### src/common/sim_defines.svh
// constants for the servo io function mapper
`ifndef SIM_DEFINES_SVH
`define SIM_DEFINES_SVH

// ----------------------------------------
// input function codes (normally-open form)
// ----------------------------------------
`define SIM_IN_NONE 8'h00
`define SIM_IN_POS_LIMIT 8'h01
`define SIM_IN_NEG_LIMIT 8'h02
`define SIM_IN_SERVO_ON 8'h03
`define SIM_IN_FAULT_CLR 8'h04
`define SIM_IN_HOME 8'h10
`define SIM_IN_ESTOP 8'h14
// normally-closed code = normally-open code + this offset (1/81, 2/82, 16/96)
`define SIM_IN_NC_OFFSET 8'h50

// ----------------------------------------
// output function codes
// ----------------------------------------
`define SIM_OUT_OFF 4'h0
`define SIM_OUT_BRAKE 4'h1
`define SIM_OUT_READY 4'h2
`define SIM_OUT_ALARM 4'h3
`define SIM_OUT_POS_LIMIT 4'h4
`define SIM_OUT_NEG_LIMIT 4'h5
`define SIM_OUT_SERVO_ON 4'h6

// ----------------------------------------
// setting reset values
// ----------------------------------------
`define SIM_DEF_IN1 8'h00
`define SIM_DEF_IN2 8'h51
`define SIM_DEF_IN3 8'h52
`define SIM_DEF_IN4 8'h10
`define SIM_DEF_IN5 8'h00
`define SIM_DEF_IN6 8'h00
`define SIM_DEF_OUT1 4'h1
`define SIM_DEF_OUT2 4'h2
`define SIM_DEF_OUT3 4'h3

// ----------------------------------------
// sizes
// ----------------------------------------
`define SIM_NUM_IN 6
`define SIM_NUM_OUT 3
`define SIM_PROBE1_PIN 4
`define SIM_PROBE2_PIN 5

`endif

### src/common/sim_pkg.sv
// types shared by the servo io function mapper
package sim_pkg;

  // ----------------------------------------
  // input function levels
  // ----------------------------------------
  typedef struct packed {
    logic pos_limit;
    logic neg_limit;
    logic home;
    logic servo_on;
    logic fault_clr;
    logic estop;
  } sim_fn_t;

  // ----------------------------------------
  // drive status sources for outputs
  // ----------------------------------------
  typedef struct packed {
    logic brake_release;
    logic servo_ready;
    logic drive_alarm;
  } sim_status_t;

endpackage : sim_pkg

### src/hw/sim_io_mapper.sv
// servo io function mapper: input pins to functions, functions to output pins
//
// Contract
// - each input setting picks a function, no or nc code; nc inverts sense
// - fifth and sixth inputs act as probe inputs when otherwise unassigned
// - same input function on several pins raises duplicate fault
// - active emergency stop raises halt fault and stops motor
// - fault clear input clears alarm unless alarm is locked
// - home input defaults to normally open; servo power on is unassigned at reset
// - limits default to normally closed; emergency stop is unassigned at reset
// - three output settings, defaults brake, ready, alarm
// - one output function may drive several output pins
// - exactly three independent output pins
// - limit inputs carry the separate limit handling setting
// - alarm output asserts while any drive alarm is present
// - ready output asserts once servo is powered on and ready and no alarm is present
`include "sim_defines.svh"

module sim_io_mapper
  import sim_pkg::*;
(
  // clock and reset
  input wire logic clk_i,
  input wire logic srst_i,
  // isolated input pins, asynchronous
  input wire logic [5:0] input_pin_i,
  // input settings, one write strobe per pin
  input wire logic [5:0] in_cfg_we_i,
  input wire logic [7:0] in_cfg_data_i,
  // output settings, one write strobe per pin
  input wire logic [2:0] out_cfg_we_i,
  input wire logic [3:0] out_cfg_data_i,
  // limit handling setting
  input wire logic [3:0] limit_handling_setting_i,
  // drive status
  input wire sim_status_t status_i,
  input wire logic fault_event_i,
  input wire logic fault_locked_i,
  // output pins
  output logic [2:0] output_pin_o,
  // function levels
  output sim_fn_t fn_o,
  output logic [3:0] limit_action_o,
  output logic probe_1_o,
  output logic probe_2_o,
  output logic motor_stop_o,
  // faults
  output logic duplicate_assignment_fault_o,
  output logic emergency_halt_fault_o,
  output logic alarm_o,
  // settings readback
  output logic [7:0] in_cfg_o [6],
  output logic [3:0] out_cfg_o [3]
);

  function automatic logic multi(input logic [5:0] v);
    multi = |(v & 6'(v - 6'h1));
  endfunction : multi

  // ----------------------------------------
  // settings
  // ----------------------------------------
  logic [7:0] in_cfg [6];
  logic [3:0] out_cfg [3];

  always_ff @(posedge clk_i) begin
    if (srst_i) begin
      in_cfg[0] <= `SIM_DEF_IN1;
      in_cfg[1] <= `SIM_DEF_IN2;
      in_cfg[2] <= `SIM_DEF_IN3;
      in_cfg[3] <= `SIM_DEF_IN4;
      in_cfg[4] <= `SIM_DEF_IN5;
      in_cfg[5] <= `SIM_DEF_IN6;
    end else begin
      for (int i = 0; i < `SIM_NUM_IN; i++) begin
        if (in_cfg_we_i[i]) begin
          in_cfg[i] <= in_cfg_data_i;
        end
      end
    end
  end

  always_ff @(posedge clk_i) begin
    if (srst_i) begin
      out_cfg[0] <= `SIM_DEF_OUT1;
      out_cfg[1] <= `SIM_DEF_OUT2;
      out_cfg[2] <= `SIM_DEF_OUT3;
    end else begin
      for (int i = 0; i < `SIM_NUM_OUT; i++) begin
        if (out_cfg_we_i[i]) begin
          out_cfg[i] <= out_cfg_data_i;
        end
      end
    end
  end

  assign in_cfg_o = in_cfg;
  assign out_cfg_o = out_cfg;

  // ----------------------------------------
  // pin synchronisers
  // ----------------------------------------
  // optocoupler levels are asynchronous to clk_i
  logic [5:0] pin_meta;
  logic [5:0] pin_sync;

  always_ff @(posedge clk_i) begin
    if (srst_i) begin
      pin_meta <= 6'h00;
      pin_sync <= 6'h00;
    end else begin
      pin_meta <= input_pin_i;
      pin_sync <= pin_meta;
    end
  end

  // ----------------------------------------
  // per-pin decode
  // ----------------------------------------
  sim_fn_t pin_fn [6];
  sim_fn_t pin_hit [6];
  logic [5:0] pin_assigned;

  for (genvar g = 0; g < `SIM_NUM_IN; g++) begin : g_dec
    sim_in_decode u_dec (
      .code_i(in_cfg[g]),
      .level_i(pin_sync[g]),
      .fn_o(pin_fn[g]),
      .hit_o(pin_hit[g]),
      .assigned_o(pin_assigned[g])
    );
  end

  // ----------------------------------------
  // merge and duplicate check
  // ----------------------------------------
  sim_fn_t any_fn;
  logic [5:0] v_pos, v_neg, v_home, v_son, v_clr, v_stop;
  logic dup;

  always_comb begin
    any_fn = '0;
    for (int i = 0; i < `SIM_NUM_IN; i++) begin
      any_fn = any_fn | pin_fn[i];
      v_pos[i] = pin_hit[i].pos_limit;
      v_neg[i] = pin_hit[i].neg_limit;
      v_home[i] = pin_hit[i].home;
      v_son[i] = pin_hit[i].servo_on;
      v_clr[i] = pin_hit[i].fault_clr;
      v_stop[i] = pin_hit[i].estop;
    end
  end

  // function on two or more pins
  assign dup = multi(v_pos) | multi(v_neg) | multi(v_home) | multi(v_son) | multi(v_clr)
             | multi(v_stop);

  // ----------------------------------------
  // alarm state
  // ----------------------------------------
  // clear acts on the rising edge so a held input cannot mask new faults
  logic clr_prev;
  logic clr_rise;
  logic alarm_latched;
  logic next_alarm_latched;
  logic alarm_any;

  assign clr_rise = any_fn.fault_clr & ~clr_prev;
  assign next_alarm_latched = fault_event_i ? 1'b1 :
                              (clr_rise & ~fault_locked_i) ? 1'b0 : alarm_latched;
  assign alarm_any = alarm_latched | status_i.drive_alarm | dup | any_fn.estop;

  always_ff @(posedge clk_i) begin
    if (srst_i) begin
      clr_prev <= 1'b0;
      alarm_latched <= 1'b0;
    end else begin
      clr_prev <= any_fn.fault_clr;
      alarm_latched <= next_alarm_latched;
    end
  end

  // ----------------------------------------
  // output function select
  // ----------------------------------------
  logic [2:0] next_out;
  logic ready;

  // powered on, ready and free of alarm
  assign ready = status_i.servo_ready & any_fn.servo_on & ~alarm_any;

  always_comb begin
    for (int i = 0; i < `SIM_NUM_OUT; i++) begin
      // each pin decodes its own setting
      case (out_cfg[i])
        `SIM_OUT_BRAKE: next_out[i] = status_i.brake_release;
        `SIM_OUT_READY: next_out[i] = ready;
        `SIM_OUT_ALARM: next_out[i] = alarm_any;
        `SIM_OUT_POS_LIMIT: next_out[i] = any_fn.pos_limit;
        `SIM_OUT_NEG_LIMIT: next_out[i] = any_fn.neg_limit;
        `SIM_OUT_SERVO_ON: next_out[i] = any_fn.servo_on;
        default: next_out[i] = 1'b0;
      endcase
    end
  end

  // ----------------------------------------
  // registered outputs
  // ----------------------------------------
  always_ff @(posedge clk_i) begin
    if (srst_i) begin
      output_pin_o <= 3'h0;
      fn_o <= '0;
      limit_action_o <= 4'h0;
      probe_1_o <= 1'b0;
      probe_2_o <= 1'b0;
      motor_stop_o <= 1'b0;
      duplicate_assignment_fault_o <= 1'b0;
      emergency_halt_fault_o <= 1'b0;
      alarm_o <= 1'b0;
    end else begin
      output_pin_o <= next_out;
      fn_o <= any_fn;
      limit_action_o <= limit_handling_setting_i;
      probe_1_o <= pin_sync[`SIM_PROBE1_PIN] & ~pin_assigned[`SIM_PROBE1_PIN];
      probe_2_o <= pin_sync[`SIM_PROBE2_PIN] & ~pin_assigned[`SIM_PROBE2_PIN];
      motor_stop_o <= any_fn.estop;
      emergency_halt_fault_o <= any_fn.estop;
      duplicate_assignment_fault_o <= dup;
      alarm_o <= alarm_any;
    end
  end

endmodule : sim_io_mapper

### src/hw/sim_in_decode.sv
// per-pin decoder: function code and contact sense to function levels
`include "sim_defines.svh"

module sim_in_decode
  import sim_pkg::*;
(
  // setting and level
  input wire logic [7:0] code_i,
  input wire logic level_i,
  // decoded
  output sim_fn_t fn_o,
  output sim_fn_t hit_o,
  output logic assigned_o
);

  function automatic logic is_code(input logic [7:0] code, input logic [7:0] base);
    is_code = (code == base) || (code == 8'(base + `SIM_IN_NC_OFFSET));
  endfunction : is_code

  logic nc;
  logic eff;

  // ----------------------------------------
  // polarity
  // ----------------------------------------
  // nc variant inverts sense
  assign nc = (code_i >= `SIM_IN_NC_OFFSET);
  assign eff = level_i ^ nc;

  // ----------------------------------------
  // function select
  // ----------------------------------------
  // code to function
  assign hit_o.pos_limit = is_code(code_i, `SIM_IN_POS_LIMIT);
  assign hit_o.neg_limit = is_code(code_i, `SIM_IN_NEG_LIMIT);
  assign hit_o.home = is_code(code_i, `SIM_IN_HOME);
  // servo on plain code is no
  assign hit_o.servo_on = is_code(code_i, `SIM_IN_SERVO_ON);
  assign hit_o.fault_clr = is_code(code_i, `SIM_IN_FAULT_CLR);
  assign hit_o.estop = is_code(code_i, `SIM_IN_ESTOP);
  assign fn_o = eff ? hit_o : '0;
  assign assigned_o = |hit_o;

endmodule : sim_in_decode

### config.mk
export PLATFORM = sky130hd
export DESIGN_NAME = sim_io_mapper
export DESIGN_NICKNAME = d
export VERILOG_FILES = /design/src/common/sim_pkg.sv /design/src/hw/sim_io_mapper.sv /design/src/hw/sim_in_decode.sv
export VERILOG_INCLUDE_DIRS = /design/src /design/src/common
export SDC_FILE = /design/constraint.sdc
export NUM_CORES = 1
export LEC_CHECK = 0
export ABC_CLOCK_PERIOD_IN_PS = 3080
export BUFFER_PORTS_ARGS = -buffer_cell sky130_fd_sc_hd__clkbuf_2
export CAP_MARGIN = 20
export CORE_ASPECT_RATIO = 1.5
export CORE_MARGIN = 2
export CORE_UTILIZATION = 40
export CTS_CLUSTER_DIAMETER = 120
export DETAILED_ROUTE_END_ITERATION = 8
export PLACE_DENSITY = 0.62
export SLEW_MARGIN = 10
export SYNTH_ARGS = -nofsm -noshare
export SYNTH_HDL_FRONTEND = slang
export SYNTH_SLANG_ARGS = --single-unit
### constraint.sdc
create_clock -name clk_i -period 3.08 [get_ports clk_i]
set_input_delay 0.462 -clock clk_i [delete_from_list [all_inputs] [get_ports clk_i]]
set_output_delay 0.462 -clock clk_i [all_outputs]
set_load 0.02 [all_outputs]
==> impl_metrics.py <==
metrics = {
    "cells_and_area": {
        "antenna_cells": 0,
        "syn2layout_area_growth_pct": 22.0,
        "fin_util_pct": 49.7,
        "nets": 673,
        "layout-drive-gt1-share_pct": 25.9,
    },
    "timing": {
        "fin_crit_ns": 2.70,
        "worstMarginPinSlew_ns": 0.669,
        "finalHoldViolations": 0,
        "setup_viol": 0,
        "maxSlewHeadroom_pct": 55.0,
        "setup_tns_ns": 0,
        "clock.fmax_mhz": 370,
        "finalClockSkew_ns": 0.00592,
        "rsz0062_at_grt": "false",
        "post-route-period-util_pct": 87.7,
        "maxSlewViolCount": 0,
    },
    "placement": {
        "gp_congestion": 0.972,
        "hpwlAfterDp_mm": 11.3,
        "portBuffers": 116,
    },
    "floorplanning": {
        "die_w_um": 92.1,
        "die_h_um": 136,
        "die_area_sq_mm": 0.0125,
        "io_pins": 117,
        "rows": 48,
        "initial_core_util_pct": 40.8,
        "core_area_sq_mm": 0.0114,
    },
    "synthesis": {
        "synth_nets": 560,
        "synth-async-reset-ratio_pct": 0,
        "ys_types": 61,
        "ys_seq_elements": 90,
        "ys.flop_type": "dfxtp_1",
        "syn_area_sq_mm": 0.00465,
        "synth_edf_count": 0,
        "ys.warnings.count": 0,
        "synth.most_common_cell": "dfxtp_1",
        "yosysTopAreaCell": "dfxtp_1",
        "ys_seq_area_share_pct": 38.7,
        "netlist_instances": 522,
        "synth_top_area_share_pct": 38.7,
        "synth_area_leaders": "dfxtp_1, mux2i_1, nor2_1",
        "synth_area_per_cell_sq_um": 8.92,
        "synth_common_cells": "dfxtp_1, nor2_1, mux2i_1, nor2b_1, o21ai_0",
    },
    "clock_network": {
        "cts_resized": 0,
        "ctsHtreeMaxLevel": 3,
        "cts_buffers": 9,
        "hold_buffers": 0,
        "cts_tree": "done",
        "post-cts-setup-buffers": 0,
        "clk_pin_slew_ns": 0.07,
        "clockBufferDepth": 2,
        "clk_latency_ns": 0.35,
        "cts_num_sinks": 90,
        "clockRootBuffer": "clkbuf_16",
    },
    "setup_path": {
        "crit_chain": "and3b_1 -> o211a_4 -> nor4_1 -> a211oi_1 -> a221o_1 -> nor3_4 -> and2_4 -> o211ai_2",
        "critical_path_buf_inv_count": 0,
        "cp-start-kind": "flip-flop",
        "path_max_fanout": 10,
        "worst_setup_path_end_kind": "flip-flop",
        "slowest_delay_ns": 0.51,
        "cp_slowest_cell": "dfxtp_1",
        "critical-path-top-delay-family": "simple AND/OR/NAND/NOR gates",
        "crit_required_ns": 3.31,
        "crit_type": "reg2reg",
        "arrival_ns": 2.93,
    },
    "route": {
        "vias_per_cell": 5.71,
        "routedWlPerCell_um": 18.8,
        "ant_nets": 0,
        "drt_first_pass_iters": 7,
        "top_layer_used": "met4",
        "vias": 4512,
        "routed_wl_mm": 14.9,
        "drt_iter0_drc": 219,
        "wirelength_met1_mm": 5.93,
        "route.met2.wl_mm": 7.91,
        "drc": 0,
        "wl_met3_um": 523,
    },
    "power": {
        "power.total_mw": 2.97,
        "power_leakage_nw": 2.41,
        "vdd_drop_max_uv": 264,
        "power_density_mw_per_mm2": 523,
    },
    "run": {
        "maxCapViolCount": 0,
    },
    "grt": {
        "grt_pass1_wl_mm": 23.1,
        "grt_pass1_vias": 4240,
        "track_usage_pct": 24.0,
        "grt_start_max_net_pins": 34,
        "antenna_found_initial": 0,
        "grt_overflow_total": 0,
    },
    "status": {
        "status": "complete, no violations",
    },
    "hold_path": {
        "hold_path.class": "in2reg",
    },
}
-- report_power, final --
| group | switching (mW) | internal, mW |
|---|---|---|
| clock | 0.497 | 0.562 |
| combinational | 0.345 | 0.230 |
| sequential | 0.0985 | 1.24 |
-- placed cells by master, fill, tap and decap left out, types with 12 or more instances in the layout --
| cell | Yosys | layout |
|---|---|---|
| nor4b_1 | 12 | 12 |
| nand3_1 | 13 | 13 |
| nor2b_1 | 29 | 29 |
| a21oi_1 | 14 | 14 |
| clkbuf_2 | 0 | 115 |
| dfxtp_1 | 90 | 90 |
| nor4_1 | 14 | 14 |
| nor2_1 | 84 | 84 |
| o21ai_0 | 27 | 27 |
| mux2i_1 | 50 | 50 |
-- logic make-up after synthesis --
group                     count (synthesis)  synth area share [%]
AOI/OAI and AO/OA                       110                  17.0
xor gates and xnor gates                  8                  1.83
buffers and inverters                    30                  2.85
DFF                                      90                  38.7
muxes                                    50                  10.8
and+or+nand+nor                         234                  28.8
-- final timing paths --
path | start | end | slack [ns] | cells after the start
max | in_cfg_o[36] | output_pin_o[1] | 0.38 | 8
min | input_pin_i[2] | pin_meta[2] | 0.32 | 2
max reg2reg | in_cfg_o[36] | output_pin_o[1] | 0.38 | 8
min reg2reg | pin_meta[4] | pin_sync[4] | 0.44 | 1
-- flip-flops by register name, indices dropped and copies added (netlist names) --
name / count
probe_2_o: 1
limit_action_o: 4
duplicate_assignment_fault_o: 1
emergency_halt_fault_o: 1
probe_1_o: 1
alarm_latched: 1
output_pin_o: 3
pin_meta: 6
out_cfg_o: 12
fn_o: 5
pin_sync: 6
in_cfg_o: 48
alarm_o: 1
-- final cells by class --
class / count / area, sq um
Fill cell: 1125 / 5730
Multi-Input combinational cell: 402 / 2720
Sequential cell: 90 / 1800
Timing Repair Buffer: 127 / 663
Clock buffer: 9 / 225
Tap cell: 150 / 188
Clock inverter: 7 / 60.1
Inverter: 5 / 18.8
-- metal layers --
layer / track usage (%) / up-vias
li1: - / 2173
met1: 27.1 / 2170
met2: 44.0 / 131
met3: 3.22 / 38
met4: 12.0 / 0
met5: 0 / -
-- through the flow --
stage	setup slack [ns]	cells	hold WS [ns]	cell area [sq um]
2_1_floorplan	0.587	522	0.414	4650
3_3_place_gp	0.445	774	0.421	5390
3_5_place_dp	0.424	774	0.425	5390
4_1_cts	0.394	790	0.312	5680
5_1_grt	0.202	790	0.322	5680
6_report	0.380	790	0.324	5680
Note: power is estimated with default switching activity, not from simulation.
